## src/design/tec_defines.svh

```systemverilog
// Constants of the timer/event counter block
`ifndef TEC_DEFINES_SVH
`define TEC_DEFINES_SVH
// ****************************
// Clocking
// ****************************
`define TEC_CLK_NS 25
`define TEC_CP_NS 25
`define TEC_SUB_LAST 2'h2
`define TEC_SLOT_LAST 4'h9
`define TEC_STARTUP_CP 1866
`define TEC_STARTUP_CYC ((`TEC_STARTUP_CP * `TEC_CP_NS + `TEC_CLK_NS - 1) / `TEC_CLK_NS)
`define TEC_TD_NS 1000000
`define TEC_TD_CYC (`TEC_TD_NS / `TEC_CLK_NS)
// ****************************
// Counter and status byte
// ****************************
`define TEC_CNT_MAX 8'hFF
`define TEC_PRE_MAX 5'h1F
`define TEC_PS_BIT 3
`define TEC_UNUSED_BIT 5
`define TEC_INT_EXT 0
`define TEC_INT_SER 1
`define TEC_INT_TMR 2
`endif

```

## src/design/tec_pkg.sv

```systemverilog
// Types of the timer/event counter block
package tec_pkg;
  typedef enum logic [1:0] {
    TEC_STOPPED = 2'b00,
    TEC_TIMER = 2'b01,
    TEC_EVENT = 2'b10
  } tec_mode_t;
endpackage

```

## src/design/tec_timer.sv

```systemverilog
// Timer/event counter with machine cycle, oscillator halt and reset control
// Notes on behaviour
// - Machine cycle is ten slots of three oscillator periods, thirty in all.
// - Eight-bit up counter, loadable and readable by the processor.
// - Timer mode counts prescaler overflows, or machine cycles when bypassed.
// - Event mode counts each rising edge on the event input.
// - At most one event edge per thirty periods; source holds low and high >4.
// - Counter never advances more than once per machine cycle.
// - Overflow sets the overflow flag, which stays until cleared.
// - Jump on flag set or clear tests the flag and clears it.
// - Overflow sets the timer interrupt flag only while timer interrupt enabled.
// - Status bit 3 zero divides by 32, one bypasses the prescaler.
// - Prescale select changes only by status write or reset; status byte is readable.
// - Start timer clears the prescaler; prescaler is never readable.
// - Reading the count does not disturb counting.
// - Reset stops the counter and clears it to zero.
// - Reset selects divide by 32 and clears the overflow flag.
// - Reset disables external, timer and serial interrupts.
// - Reset cancels idle and oscillator halt.
// - After reset, wait 1866 oscillator periods before execution resumes.
// - Halted oscillator restarts on high wake or reset pin if supply good.
// - Oscillator is inhibited while low voltage is present.
// - Detector drives reset pin high at low supply, releases after fixed delay.
// - Event input also serves as branch test for high and for low.
// - Overflow flag cleared only by flag jumps or reset.
`timescale 1ns/1ps
`include "tec_defines.svh"
module tec_timer
  import tec_pkg::*;
#(
  parameter int TD_CYCLES = `TEC_TD_CYC
) (
  input wire logic sys_clk,
  input wire logic reset_n,
  input wire logic reset_pin_in,
  input wire logic low_voltage_in,
  input wire logic wake_enable_input,
  input wire logic event_count_input,
  input wire logic [7:0] acc_in,
  input wire logic [7:0] cpu_status_in,
  input wire logic load_count_op,
  input wire logic read_count_op,
  input wire logic start_timer_op,
  input wire logic start_event_count_op,
  input wire logic halt_count_op,
  input wire logic write_status_op,
  input wire logic read_status_op,
  input wire logic jump_if_overflow_set,
  input wire logic jump_if_overflow_clear,
  input wire logic branch_on_event_high,
  input wire logic branch_on_event_low,
  input wire logic osc_halt_op,
  input wire logic idle_op,
  input wire logic int_enable_op,
  input wire logic int_disable_op,
  input wire logic [1:0] int_select,
  input wire logic timer_int_ack_op,
  output logic [7:0] read_data_out,
  output logic jump_taken_out,
  output logic timer_int_flag_out,
  output logic [2:0] int_enable_out,
  output logic osc_running_out,
  output logic idle_out,
  output logic cpu_run_out,
  output logic reset_pin_out,
  output logic reset_pin_oe
);
  // ****************************
  // Input synchronisers
  // ****************************
  logic [3:0] meta_ff;
  logic [3:0] sync_ff;
  logic evt_prev_ff;
  logic rst_s;
  logic lv_s;
  logic wake_s;
  logic evt_s;
  always_ff @(posedge sys_clk or negedge reset_n) begin
    if (!reset_n) begin
      meta_ff <= 4'h0;
      sync_ff <= 4'h0;
      evt_prev_ff <= 1'b0;
    end else begin
      meta_ff <= {event_count_input, wake_enable_input, low_voltage_in, reset_pin_in};
      sync_ff <= meta_ff;
      evt_prev_ff <= sync_ff[3];
    end
  end
  assign rst_s = sync_ff[0];
  assign lv_s = sync_ff[1];
  assign wake_s = sync_ff[2];
  assign evt_s = sync_ff[3];

  // ****************************
  // Low-voltage detector and reset pin
  // ****************************
  logic drive_ff;
  logic [31:0] td_cnt_ff;
  logic rst_int;
  always_ff @(posedge sys_clk or negedge reset_n) begin
    if (!reset_n) begin
      drive_ff <= 1'b1;
      td_cnt_ff <= 32'h0;
    end else if (lv_s) begin
      drive_ff <= 1'b1;
      td_cnt_ff <= 32'h0;
    end else if (drive_ff) begin
      if (td_cnt_ff >= TD_CYCLES - 1) begin
        drive_ff <= 1'b0;
      end
      td_cnt_ff <= td_cnt_ff + 32'h1;
    end
  end
  always_ff @(posedge sys_clk or negedge reset_n) begin
    if (!reset_n) begin
      reset_pin_out <= 1'b1;
      reset_pin_oe <= 1'b1;
    end else begin
      reset_pin_out <= drive_ff || lv_s;
      reset_pin_oe <= drive_ff || lv_s;
    end
  end
  assign rst_int = rst_s || drive_ff || lv_s;

  // ****************************
  // Oscillator, idle and start-up delay
  // ****************************
  logic osc_run_ff;
  logic [11:0] start_cnt_ff;
  logic nxt_tif;
  always_ff @(posedge sys_clk or negedge reset_n) begin
    if (!reset_n) begin
      osc_run_ff <= 1'b0;
    end else if (lv_s) begin
      osc_run_ff <= 1'b0;
    end else if (rst_int || wake_s) begin
      osc_run_ff <= 1'b1;
    end else if (osc_halt_op) begin
      osc_run_ff <= 1'b0;
    end
  end
  always_ff @(posedge sys_clk or negedge reset_n) begin
    if (!reset_n) begin
      idle_out <= 1'b0;
    end else if (rst_int || nxt_tif) begin
      idle_out <= 1'b0;
    end else if (idle_op) begin
      idle_out <= 1'b1;
    end
  end
  always_ff @(posedge sys_clk or negedge reset_n) begin
    if (!reset_n) begin
      start_cnt_ff <= 12'h0;
      cpu_run_out <= 1'b0;
    end else if (rst_int) begin
      start_cnt_ff <= 12'h0;
      cpu_run_out <= 1'b0;
    end else if (!cpu_run_out && osc_run_ff) begin
      if (start_cnt_ff == 12'(`TEC_STARTUP_CYC - 1)) begin
        cpu_run_out <= 1'b1;
      end
      start_cnt_ff <= start_cnt_ff + 12'h1;
    end
  end
  always_ff @(posedge sys_clk or negedge reset_n) begin
    if (!reset_n) begin
      osc_running_out <= 1'b0;
    end else begin
      osc_running_out <= osc_run_ff;
    end
  end

  // ****************************
  // Machine cycle
  // ****************************
  logic [1:0] sub_ff;
  logic [3:0] slot_ff;
  logic mc_tick;
  assign mc_tick = osc_run_ff && sub_ff == `TEC_SUB_LAST && slot_ff == `TEC_SLOT_LAST;
  always_ff @(posedge sys_clk or negedge reset_n) begin
    if (!reset_n) begin
      sub_ff <= 2'h0;
      slot_ff <= 4'h0;
    end else if (rst_int) begin
      sub_ff <= 2'h0;
      slot_ff <= 4'h0;
    end else if (osc_run_ff) begin
      if (sub_ff == `TEC_SUB_LAST) begin
        sub_ff <= 2'h0;
        slot_ff <= (slot_ff == `TEC_SLOT_LAST) ? 4'h0 : slot_ff + 4'h1;
      end else begin
        sub_ff <= sub_ff + 2'h1;
      end
    end
  end

  // ****************************
  // Mode, prescaler and counter
  // ****************************
  tec_mode_t mode_ff;
  logic ps_ff;
  logic [4:0] pre_ff;
  logic [7:0] count_ff;
  logic evt_pend_ff;
  logic cnt_inc;
  logic cnt_ovf;
  always_ff @(posedge sys_clk or negedge reset_n) begin
    if (!reset_n) begin
      mode_ff <= TEC_STOPPED;
    end else if (rst_int || halt_count_op) begin
      mode_ff <= TEC_STOPPED;
    end else if (start_timer_op) begin
      mode_ff <= TEC_TIMER;
    end else if (start_event_count_op) begin
      mode_ff <= TEC_EVENT;
    end
  end
  always_ff @(posedge sys_clk or negedge reset_n) begin
    if (!reset_n) begin
      ps_ff <= 1'b0;
    end else if (rst_int) begin
      ps_ff <= 1'b0;
    end else if (write_status_op) begin
      ps_ff <= acc_in[`TEC_PS_BIT];
    end
  end
  always_ff @(posedge sys_clk or negedge reset_n) begin
    if (!reset_n) begin
      pre_ff <= 5'h0;
    end else if (rst_int || start_timer_op) begin
      pre_ff <= 5'h0;
    end else if (mc_tick && mode_ff == TEC_TIMER) begin
      pre_ff <= pre_ff + 5'h1;
    end
  end
  // Edge caught any time in event mode, consumed at most once per machine cycle
  always_ff @(posedge sys_clk or negedge reset_n) begin
    if (!reset_n) begin
      evt_pend_ff <= 1'b0;
    end else if (rst_int || mode_ff != TEC_EVENT) begin
      evt_pend_ff <= 1'b0;
    end else if (evt_s && !evt_prev_ff) begin
      evt_pend_ff <= 1'b1;
    end else if (mc_tick) begin
      evt_pend_ff <= 1'b0;
    end
  end
  always_comb begin
    cnt_inc = 1'b0;
    case (mode_ff)
      TEC_TIMER: cnt_inc = mc_tick && (ps_ff || pre_ff == `TEC_PRE_MAX);
      TEC_EVENT: cnt_inc = mc_tick && evt_pend_ff;
      default: cnt_inc = 1'b0;
    endcase
  end
  assign cnt_ovf = cnt_inc && count_ff == `TEC_CNT_MAX && !load_count_op && !rst_int;
  always_ff @(posedge sys_clk or negedge reset_n) begin
    if (!reset_n) begin
      count_ff <= 8'h0;
    end else if (rst_int) begin
      count_ff <= 8'h0;
    end else if (load_count_op) begin
      count_ff <= acc_in;
    end else if (cnt_inc) begin
      count_ff <= count_ff + 8'h1;
    end
  end

  // ****************************
  // Flags and interrupt enables
  // ****************************
  logic tf_ff;
  logic flag_jump;
  assign flag_jump = jump_if_overflow_set || jump_if_overflow_clear;
  always_ff @(posedge sys_clk or negedge reset_n) begin
    if (!reset_n) begin
      tf_ff <= 1'b0;
    end else if (rst_int) begin
      tf_ff <= 1'b0;
    end else if (cnt_ovf) begin
      tf_ff <= 1'b1;
    end else if (flag_jump) begin
      tf_ff <= 1'b0;
    end
  end
  always_ff @(posedge sys_clk or negedge reset_n) begin
    if (!reset_n) begin
      int_enable_out <= 3'h0;
    end else if (rst_int) begin
      int_enable_out <= 3'h0;
    end else if (int_enable_op) begin
      int_enable_out[int_select] <= 1'b1;
    end else if (int_disable_op) begin
      int_enable_out[int_select] <= 1'b0;
    end
  end
  assign nxt_tif = cnt_ovf && int_enable_out[`TEC_INT_TMR];
  always_ff @(posedge sys_clk or negedge reset_n) begin
    if (!reset_n) begin
      timer_int_flag_out <= 1'b0;
    end else if (rst_int) begin
      timer_int_flag_out <= 1'b0;
    end else if (nxt_tif) begin
      timer_int_flag_out <= 1'b1;
    end else if (timer_int_ack_op) begin
      timer_int_flag_out <= 1'b0;
    end
  end

  // ****************************
  // Processor reads and branch tests
  // ****************************
  always_ff @(posedge sys_clk or negedge reset_n) begin
    if (!reset_n) begin
      read_data_out <= 8'h0;
    end else if (read_count_op) begin
      read_data_out <= count_ff;
    end else if (read_status_op) begin
      read_data_out <= {cpu_status_in[7:6], 1'b1, cpu_status_in[4], ps_ff,
                        cpu_status_in[2:0]};
    end
  end
  always_ff @(posedge sys_clk or negedge reset_n) begin
    if (!reset_n) begin
      jump_taken_out <= 1'b0;
    end else begin
      jump_taken_out <= (jump_if_overflow_set && tf_ff)
                     || (jump_if_overflow_clear && !tf_ff)
                     || (branch_on_event_high && evt_s)
                     || (branch_on_event_low && !evt_s);
    end
  end

  // ****************************
  // Assertions
  // ****************************
  a_mc_phase: assert property (@(posedge sys_clk) disable iff (!reset_n)
    mc_tick |=> !mc_tick [*8])
    else $error("machine cycle shorter than expected");
  a_inc_rate: assert property (@(posedge sys_clk) disable iff (!reset_n)
    cnt_inc |-> mc_tick ##1 !cnt_inc [*8])
    else $error("counter advanced twice within a machine cycle");
  a_wrap_flag: assert property (@(posedge sys_clk) disable iff (!reset_n)
    cnt_ovf |=> tf_ff && count_ff == 8'h00)
    else $error("overflow did not wrap and set flag");
  a_flag_jump: assert property (@(posedge sys_clk) disable iff (!reset_n)
    flag_jump && !cnt_ovf |=> !tf_ff)
    else $error("flag jump did not clear flag");
  a_flag_holds: assert property (@(posedge sys_clk) disable iff (!reset_n)
    tf_ff && !flag_jump && !rst_int |=> tf_ff)
    else $error("overflow flag lost");
  a_tif_mask: assert property (@(posedge sys_clk) disable iff (!reset_n)
    !int_enable_out[2] && !timer_int_flag_out |=> !timer_int_flag_out)
    else $error("timer interrupt flag set while disabled");
  a_reset_state: assert property (@(posedge sys_clk) disable iff (!reset_n)
    rst_int |=> count_ff == 8'h00 && mode_ff == TEC_STOPPED && !tf_ff && !ps_ff
                && int_enable_out == 3'h0)
    else $error("reset state wrong");
  a_pre_clear: assert property (@(posedge sys_clk) disable iff (!reset_n)
    start_timer_op |=> pre_ff == 5'h00)
    else $error("start timer did not clear prescaler");
  a_read_keep: assert property (@(posedge sys_clk) disable iff (!reset_n)
    read_count_op && !load_count_op && !rst_int && !cnt_inc |=>
      read_data_out == $past(count_ff) && count_ff == $past(count_ff))
    else $error("count read disturbed the counter");
  a_startup_wait: assert property (@(posedge sys_clk) disable iff (!reset_n)
    $fell(rst_int) |-> !cpu_run_out [*8])
    else $error("execution resumed too early");
  a_lv_pin: assert property (@(posedge sys_clk) disable iff (!reset_n)
    lv_s |=> reset_pin_out && reset_pin_oe && !osc_run_ff)
    else $error("low voltage not handled");
  c_timer_ovf: cover property (@(posedge sys_clk) disable iff (!reset_n)
    mode_ff == TEC_TIMER && cnt_ovf);
  c_event_inc: cover property (@(posedge sys_clk) disable iff (!reset_n)
    mode_ff == TEC_EVENT && cnt_inc);
  c_osc_wake: cover property (@(posedge sys_clk) disable iff (!reset_n)
    !osc_run_ff && wake_s && !lv_s);
endmodule

```

## config.mk

```make
export PLATFORM = sky130hd
export DESIGN_NAME = tec_timer
export DESIGN_NICKNAME = d
export VERILOG_FILES = /design/src/design/tec_pkg.sv /design/src/design/tec_timer.sv
export VERILOG_INCLUDE_DIRS = /design/src /design/src/design
export SDC_FILE = /design/constraint.sdc
export NUM_CORES = 1
export LEC_CHECK = 0
export ABC_AREA = 1
export BUFFER_PORTS_ARGS = -buffer_cell sky130_fd_sc_hd__buf_2
export CAP_MARGIN = 5
export CORE_MARGIN = 5
export CORE_UTILIZATION = 46
export DETAILED_ROUTE_END_ITERATION = 10
export GPL_ROUTABILITY_DRIVEN = 0
export PLACE_DENSITY_LB_ADDON = 0.15
export SLEW_MARGIN = 15
export SYNTH_ARGS = -nofsm -noshare
export SYNTH_HDL_FRONTEND = slang
export SYNTH_SLANG_ARGS = --single-unit
```

## constraint.sdc

```tcl
create_clock -name sys_clk -period 1.7 [get_ports sys_clk]
set_clock_uncertainty 0.05 [all_clocks]
set_input_delay 0.085 -clock sys_clk [delete_from_list [all_inputs] [get_ports sys_clk]]
set_output_delay 0.085 -clock sys_clk [all_outputs]
set_load 0.02 [all_outputs]
```

* Word level (Yosys, flattened, before mapping) *
Index checks and enable logic that the tools add are counted.

cells by class
  add/subtract/negate cells = 6
  order comparisons = 3
  equality and inequality tests = 8
  muxes and demuxes = 49
  bitwise logic cells = 3
  reduce and logical (&&, ||, !) cells = 53

operators with widths
  kind                     count
  $mux W32                 2
  $mux W8                  5
  $add A32 B1 Y32 const B  1
  $ge A32 B16 Y1 const B   1
  $mux W12                 2
  $mux W1                  23
  $reduce_bool A3 Y1       7
  $reduce_bool A2 Y1       9
  $logic_and A1 B1 Y1      16
  $mux W4                  4
  $logic_or A1 B1 Y1       13
  $add A12 B1 Y12 const B  1
  $eq A12 B11 Y1 const B   1
  $mux W2                  6
  $mux W5                  2
  $mux W3                  3
  $add A8 B1 Y8 const B    1
  $eq A8 B8 Y1 const B     1
  $logic_not A1 Y1         6
  $add A5 B1 Y5 const B    1
  $eq A5 B5 Y1 const B     1
  $add A4 B1 Y4 const B    1
  $eq A2 B2 Y1 const B     2
  $eq A4 B4 Y1 const B     1
  11 further kinds         12

word-level totals
  bits in registers = 96
  input bits = 40
  output and inout bits = 18

* Logic depth before layout (Yosys ltp) *
  depth after elaboration = 11
  depth in mapped cells = 12

* Worst setup path after synthesis *
Ideal clock, no wire load.

  path type = flip-flop to flip-flop
  start = register pre_ff[0]
  end = register count_ff[6]
  arrival time = 1484 ps
  setup slack = 49 ps
  stages on the path, launching flop included = 13
  clock period less this slack = 1651 ps
  cells stage by stage = dfrtp_1 ha_1 nand2_1 nor2_1 ha_1 nor2_1 nand2_1 nand2_1 nor2_2 o21ai_2 inv_1 nand2_1 nand2_1

between the ends
  word-level cells in the longest chain between the ends = 5

ends and longest elaborated chain
  what                                 RTL line          source
  start, declared                      tec_timer.sv:202  logic [4:0] pre_ff;
  start signal, assigned               tec_timer.sv:233  pre_ff <= pre_ff + 5'h1;
  $eq A5 B5 Y1 (no source line)        --
  $logic_or A1 B1 Y1 (no source line)  --
  $logic_and A1 B1 Y1                  tec_timer.sv:251  TEC_TIMER: cnt_inc = mc_tick && (ps_ff || pre_ff == `TEC_PRE_MAX);
  $pmux W1 S2                          tec_timer.sv:250  case (mode_ff)
  $reduce_bool A3 Y1 (no source line)  --
  end signal, assigned                 tec_timer.sv:263  count_ff <= acc_in;
  end signal, assigned                 tec_timer.sv:265  count_ff <= count_ff + 8'h1;
  end, declared                        tec_timer.sv:203  logic [7:0] count_ff;

Every way passes these cells.
A chain may end at the register's enable or synchronous reset.

* Final worst setup path *
  start = register pre_ff[1]
  end = register idle_out

between the ends
  word-level cells in the longest chain between the ends = 10

ends and longest elaborated chain
  what                                                  RTL line          source
  $eq A5 B5 Y1 (no source line) *                       --
  $logic_or A1 B1 Y1 (no source line) *                 --
  $logic_and A1 B1 Y1 *                                 tec_timer.sv:251
  $pmux W1 S2 *                                         tec_timer.sv:250
  $logic_and A1 B1 Y1 (no source line) *                --
  $logic_and A1 B1 Y1 * (2 in series)                   tec_timer.sv:256  assign cnt_ovf = cnt_inc && count_ff == `TEC_CNT_MAX && !load_count_op && !rst_int;
  $logic_and A1 B1 Y1 *                                 tec_timer.sv:297  assign nxt_tif = cnt_ovf && int_enable_out[`TEC_INT_TMR];
  $logic_or A1 B1 Y1 *                                  tec_timer.sv:145  end else if (rst_int || nxt_tif) begin
  $mux W1 / $reduce_bool A2 Y1 (equally long branches)  --
  end signal, assigned                                  tec_timer.sv:144  idle_out <= 1'b0;
  end signal, assigned                                  tec_timer.sv:146  idle_out <= 1'b0;
  end signal, assigned                                  tec_timer.sv:148  idle_out <= 1'b1;
  end, declared                                         tec_timer.sv:63   output logic idle_out,

Every way passes the cells marked *; elsewhere a longest branch is shown, timed or not.

==> results.json <==
{
  "core_um2": 10800,
  "drt_iter0_markers": 322,
  "grt_max_degree": 36,
  "netlist_instances": 670,
  "seq_area_frac_synth_pct": 47.2,
  "synth.net_count": 720,
  "cp.arrival_ns": 1.97,
  "cts_tree": "done",
  "num_vias": 4696,
  "p_clk_share_pct": 39.2,
  "antenna_left": 0,
  "wl_um": 12400,
  "worst_pin_slew_ns": 0.528,
  "max_cap_viol_count": 0,
  "netlist_area_um2": 5090,
  "whs_path_depth": 4,
  "multiInputGateArea_um2": 2370,
  "numClockSinks": 96,
  "num-nets-final": 834,
  "holdCritPathClass": "primary input to flop",
  "synthArstFlopShare_pct": 100,
  "clock.fmax_ghz": 0.574,
  "path_class": "flop to flop",
  "p_sw_mw": 1.07,
  "cp-end-kind": "flop",
  "drive_gt1_share_pct": 17.7,
  "first_global_vias": 4642,
  "cts_buffer_depth": 2,
  "clkTransAtPathRegs_ns": 0.10,
  "place_ws_ns": -0.0716,
  "finalNonFillerCells": 929,
  "grt_pass1_wl_um": 20900,
  "portBuffers": 55,
  "status": "complete, but fails checks",
  "numCtsBuffers": 9,
  "yosysWarnings": 0,
  "synth_cell_types": 35,
  "syn2layout_area_growth_pct": 24.3,
  "fin_crit_sh_pct": 103,
  "finalCriticalPeriod_ns": 1.74,
  "viasPerCell": 5.05,
  "drc": 0,
  "power.total_mw": 4.37,
  "syn_avg_cell_area_um2": 7.60,
  "violations": "negative setup slack",
  "synth-seq-cells": 96,
  "root_buffer": "clkbuf_8",
  "netSwitchingFraction_pct": 24.4,
  "die_h_um": 115,
  "grt_overflow": 0,
  "rsz0062_at_grt": "true",
  "placed_cells": 871,
  "die-area_um2": 13300,
  "diodes": 0,
  "nFillCells": 1012,
  "setup_viol": 2,
  "synth_top_area_share_pct": 46.2,
  "ios": 58,
  "pwr-share-seq_pct": 53.5,
  "relSlewSlack_pct": 64.4,
  "slew_viol_final": 0,
  "rows": 38,
  "final-hold-violation-count": 0,
  "startpoint_type": "flop",
  "clk_latency_ns": 0.38,
  "p_comb_share_pct": 7.3,
  "p_leak_nw": 2.95,
  "crit_fanout": 4,
  "setup_slack_ns": -0.0436,
  "reg2reg_depth": 12,
  "start_util_pct": 47.0,
  "cellPowerDensity_nw_per_um2": 690,
  "die_width_um": 115,
  "grt_usage_pct": 19.6,
  "drtPass1Iterations": 5,
  "internal-power_mw": 3.30,
  "synth_edf_count": 0,
  "seq_area_um2": 2410,
  "ys_top_cells_by_area": "dfrtp_1 (46%), nand2_1 (12%), nor2_1 (7.9%)",
  "ys.flop_type": "dfrtp_1",
  "htreeDepth": 3,
  "whs_ns": 0.0371,
  "required_ns": 1.93,
  "dp_hpwl_um": 9040,
  "antenna_found_initial": 0,
  "synthDominantAreaCellType": "dfrtp_1",
  "peakVddDrop_mv": 0.499,
  "fin_setup_tns_ns": -0.0836,
  "wire_per_inst_um": 13.3
}
[per-layer routing]
metal | GRT usage (%) | part of all wire [%] | vias up | routed length (um)
li1 | - | - | 2384 | -
met1 | 24.4 | 45 | 2195 | 5540
met2 | 33.3 | 49 | 88 | 6030
met3 | 3.37 | 3.6 | 29 | 445
met4 | 9.23 | 3.0 | 0 | 371
met5 | 0 | 0 | - | 0
[cell type report]
cell class | instances | area share, %
Tap cell | 140 | 2.77
Clock buffer | 9 | 1.96
Timing Repair Buffer | 114 | 13.0
Multi-Input combinational cell | 475 | 37.4
Sequential cell | 96 | 38.0
Clock inverter | 7 | 1.64
Inverter | 88 | 5.22
[power by group through the flow]
stage	sequential (mW)	combinational, mW	clock, mW
final	2.34	0.318	1.71
after detailed placement	2.38	0.258	0
after CTS	2.34	0.317	1.77
after global placement	2.38	0.250	0
after global routing	2.34	0.358	1.86
after floorplan	2.40	0.0867	0
[kinds of logic after synthesis]
group,Yosys count,share of synthesized area [%]
XOR/XNOR,5,0.859
flip-flops,96,47.2
multiplexers,4,0.786
AO/OA/AOI/OAI,95,10.1
adder cells (fa/ha/maj),10,2.46
AND/OR/NAND/NOR,361,30.9
buffers and inverters,99,7.64
[timing repair]
| item | 4_1_cts | 5_1_grt |
|---|---|---|
| resized for setup | 6 | 23 |
| hold buffers | 34 | 0 |
| buffers inserted | 2 | 6 |
| endpoints found under the setup margin | 8 | 31 |
| hold endpoints to repair | 125 | 0 |
| pin swaps | 4 | 11 |
[synthesized netlist by cell type, types with 2 or more instances]
library cell / number
nor3_1: 21
a21oi_1: 36
ha_1: 10
nor2_4: 3
clkbuf_1: 4
nand2_2: 3
a31oi_1: 2
dfrtp_1: 94
inv_2: 2
nand3_1: 41
xor2_1: 5
inv_1: 86
nor3_4: 2
buf_2: 5
nor2_1: 107
o21ai_0: 37
nand4_1: 12
o22ai_1: 11
a211oi_1: 4
mux2i_1: 4
nor2_2: 9
dfstp_2: 2
nand2_1: 158
[cell usage in the layout, fill, tap and decap left out, drive strengths merged, types with 2 or more instances in the layout]
cell	synthesis	final
nand4	12	12
mux2i	4	4
clkinvlp	0	2
o21ai	39	39
o22ai	11	11
ha	10	10
dfstp	2	2
nand3	42	42
nor3	23	23
buf	7	80
nor2	120	120
xor2	5	5
a21oi	36	36
a211oi	4	4
a31oi	2	2
nand2	162	162
dfrtp	94	94
inv	88	90
clkbuf	4	9
dlygate4sd3	0	34
bufinv	0	2
[worst max-delay path: stages (launching register included)]
cell	delay [ns]
dfrtp_1	0.38
ha_2	0.20
nand2_2	0.07
nor2_2	0.09
ha_1	0.15
nor2_1	0.04
nand2_1	0.06
nand2_2	0.06
nor2_4	0.17
buf_4	0.13
nand4_1	0.12
nand2_1	0.09
inv_1	0.04
[state kept, by name (all words and copies together) (netlist names), 3 cells and up]
name            cells
td_cnt_ff          32
meta_ff             4
slot_ff             4
int_enable_out      3
sync_ff             4
start_cnt_ff       12
pre_ff              5
count_ff            8
read_data_out       8
[per-stage QoR]
stage	instance area (um^2)	utilization, %
floorplan	5090	-
global placement	5630	51.9
detailed placement	5630	51.9
CTS	6230	57.5
global route	6330	58.4
finish	6330	58.4
[worst paths after layout]
| kind | start | end | slack (ns) |
|---|---|---|---|
| hold / removal | int_disable_op | int_enable_out[0] | 0.04 |
| setup reg to reg | pre_ff[1] | idle_out | -0.04 |
| min in group asynchronous | reset_n | start_cnt_ff[6] | 0.07 |
| setup / recovery | pre_ff[1] | idle_out | -0.04 |
| hold reg to reg | meta_ff[3] | sync_ff[3] | 0.30 |
| max in group asynchronous | reset_n | td_cnt_ff[15] | 0.91 |
Note: power is estimated with default switching activity, not from simulation.
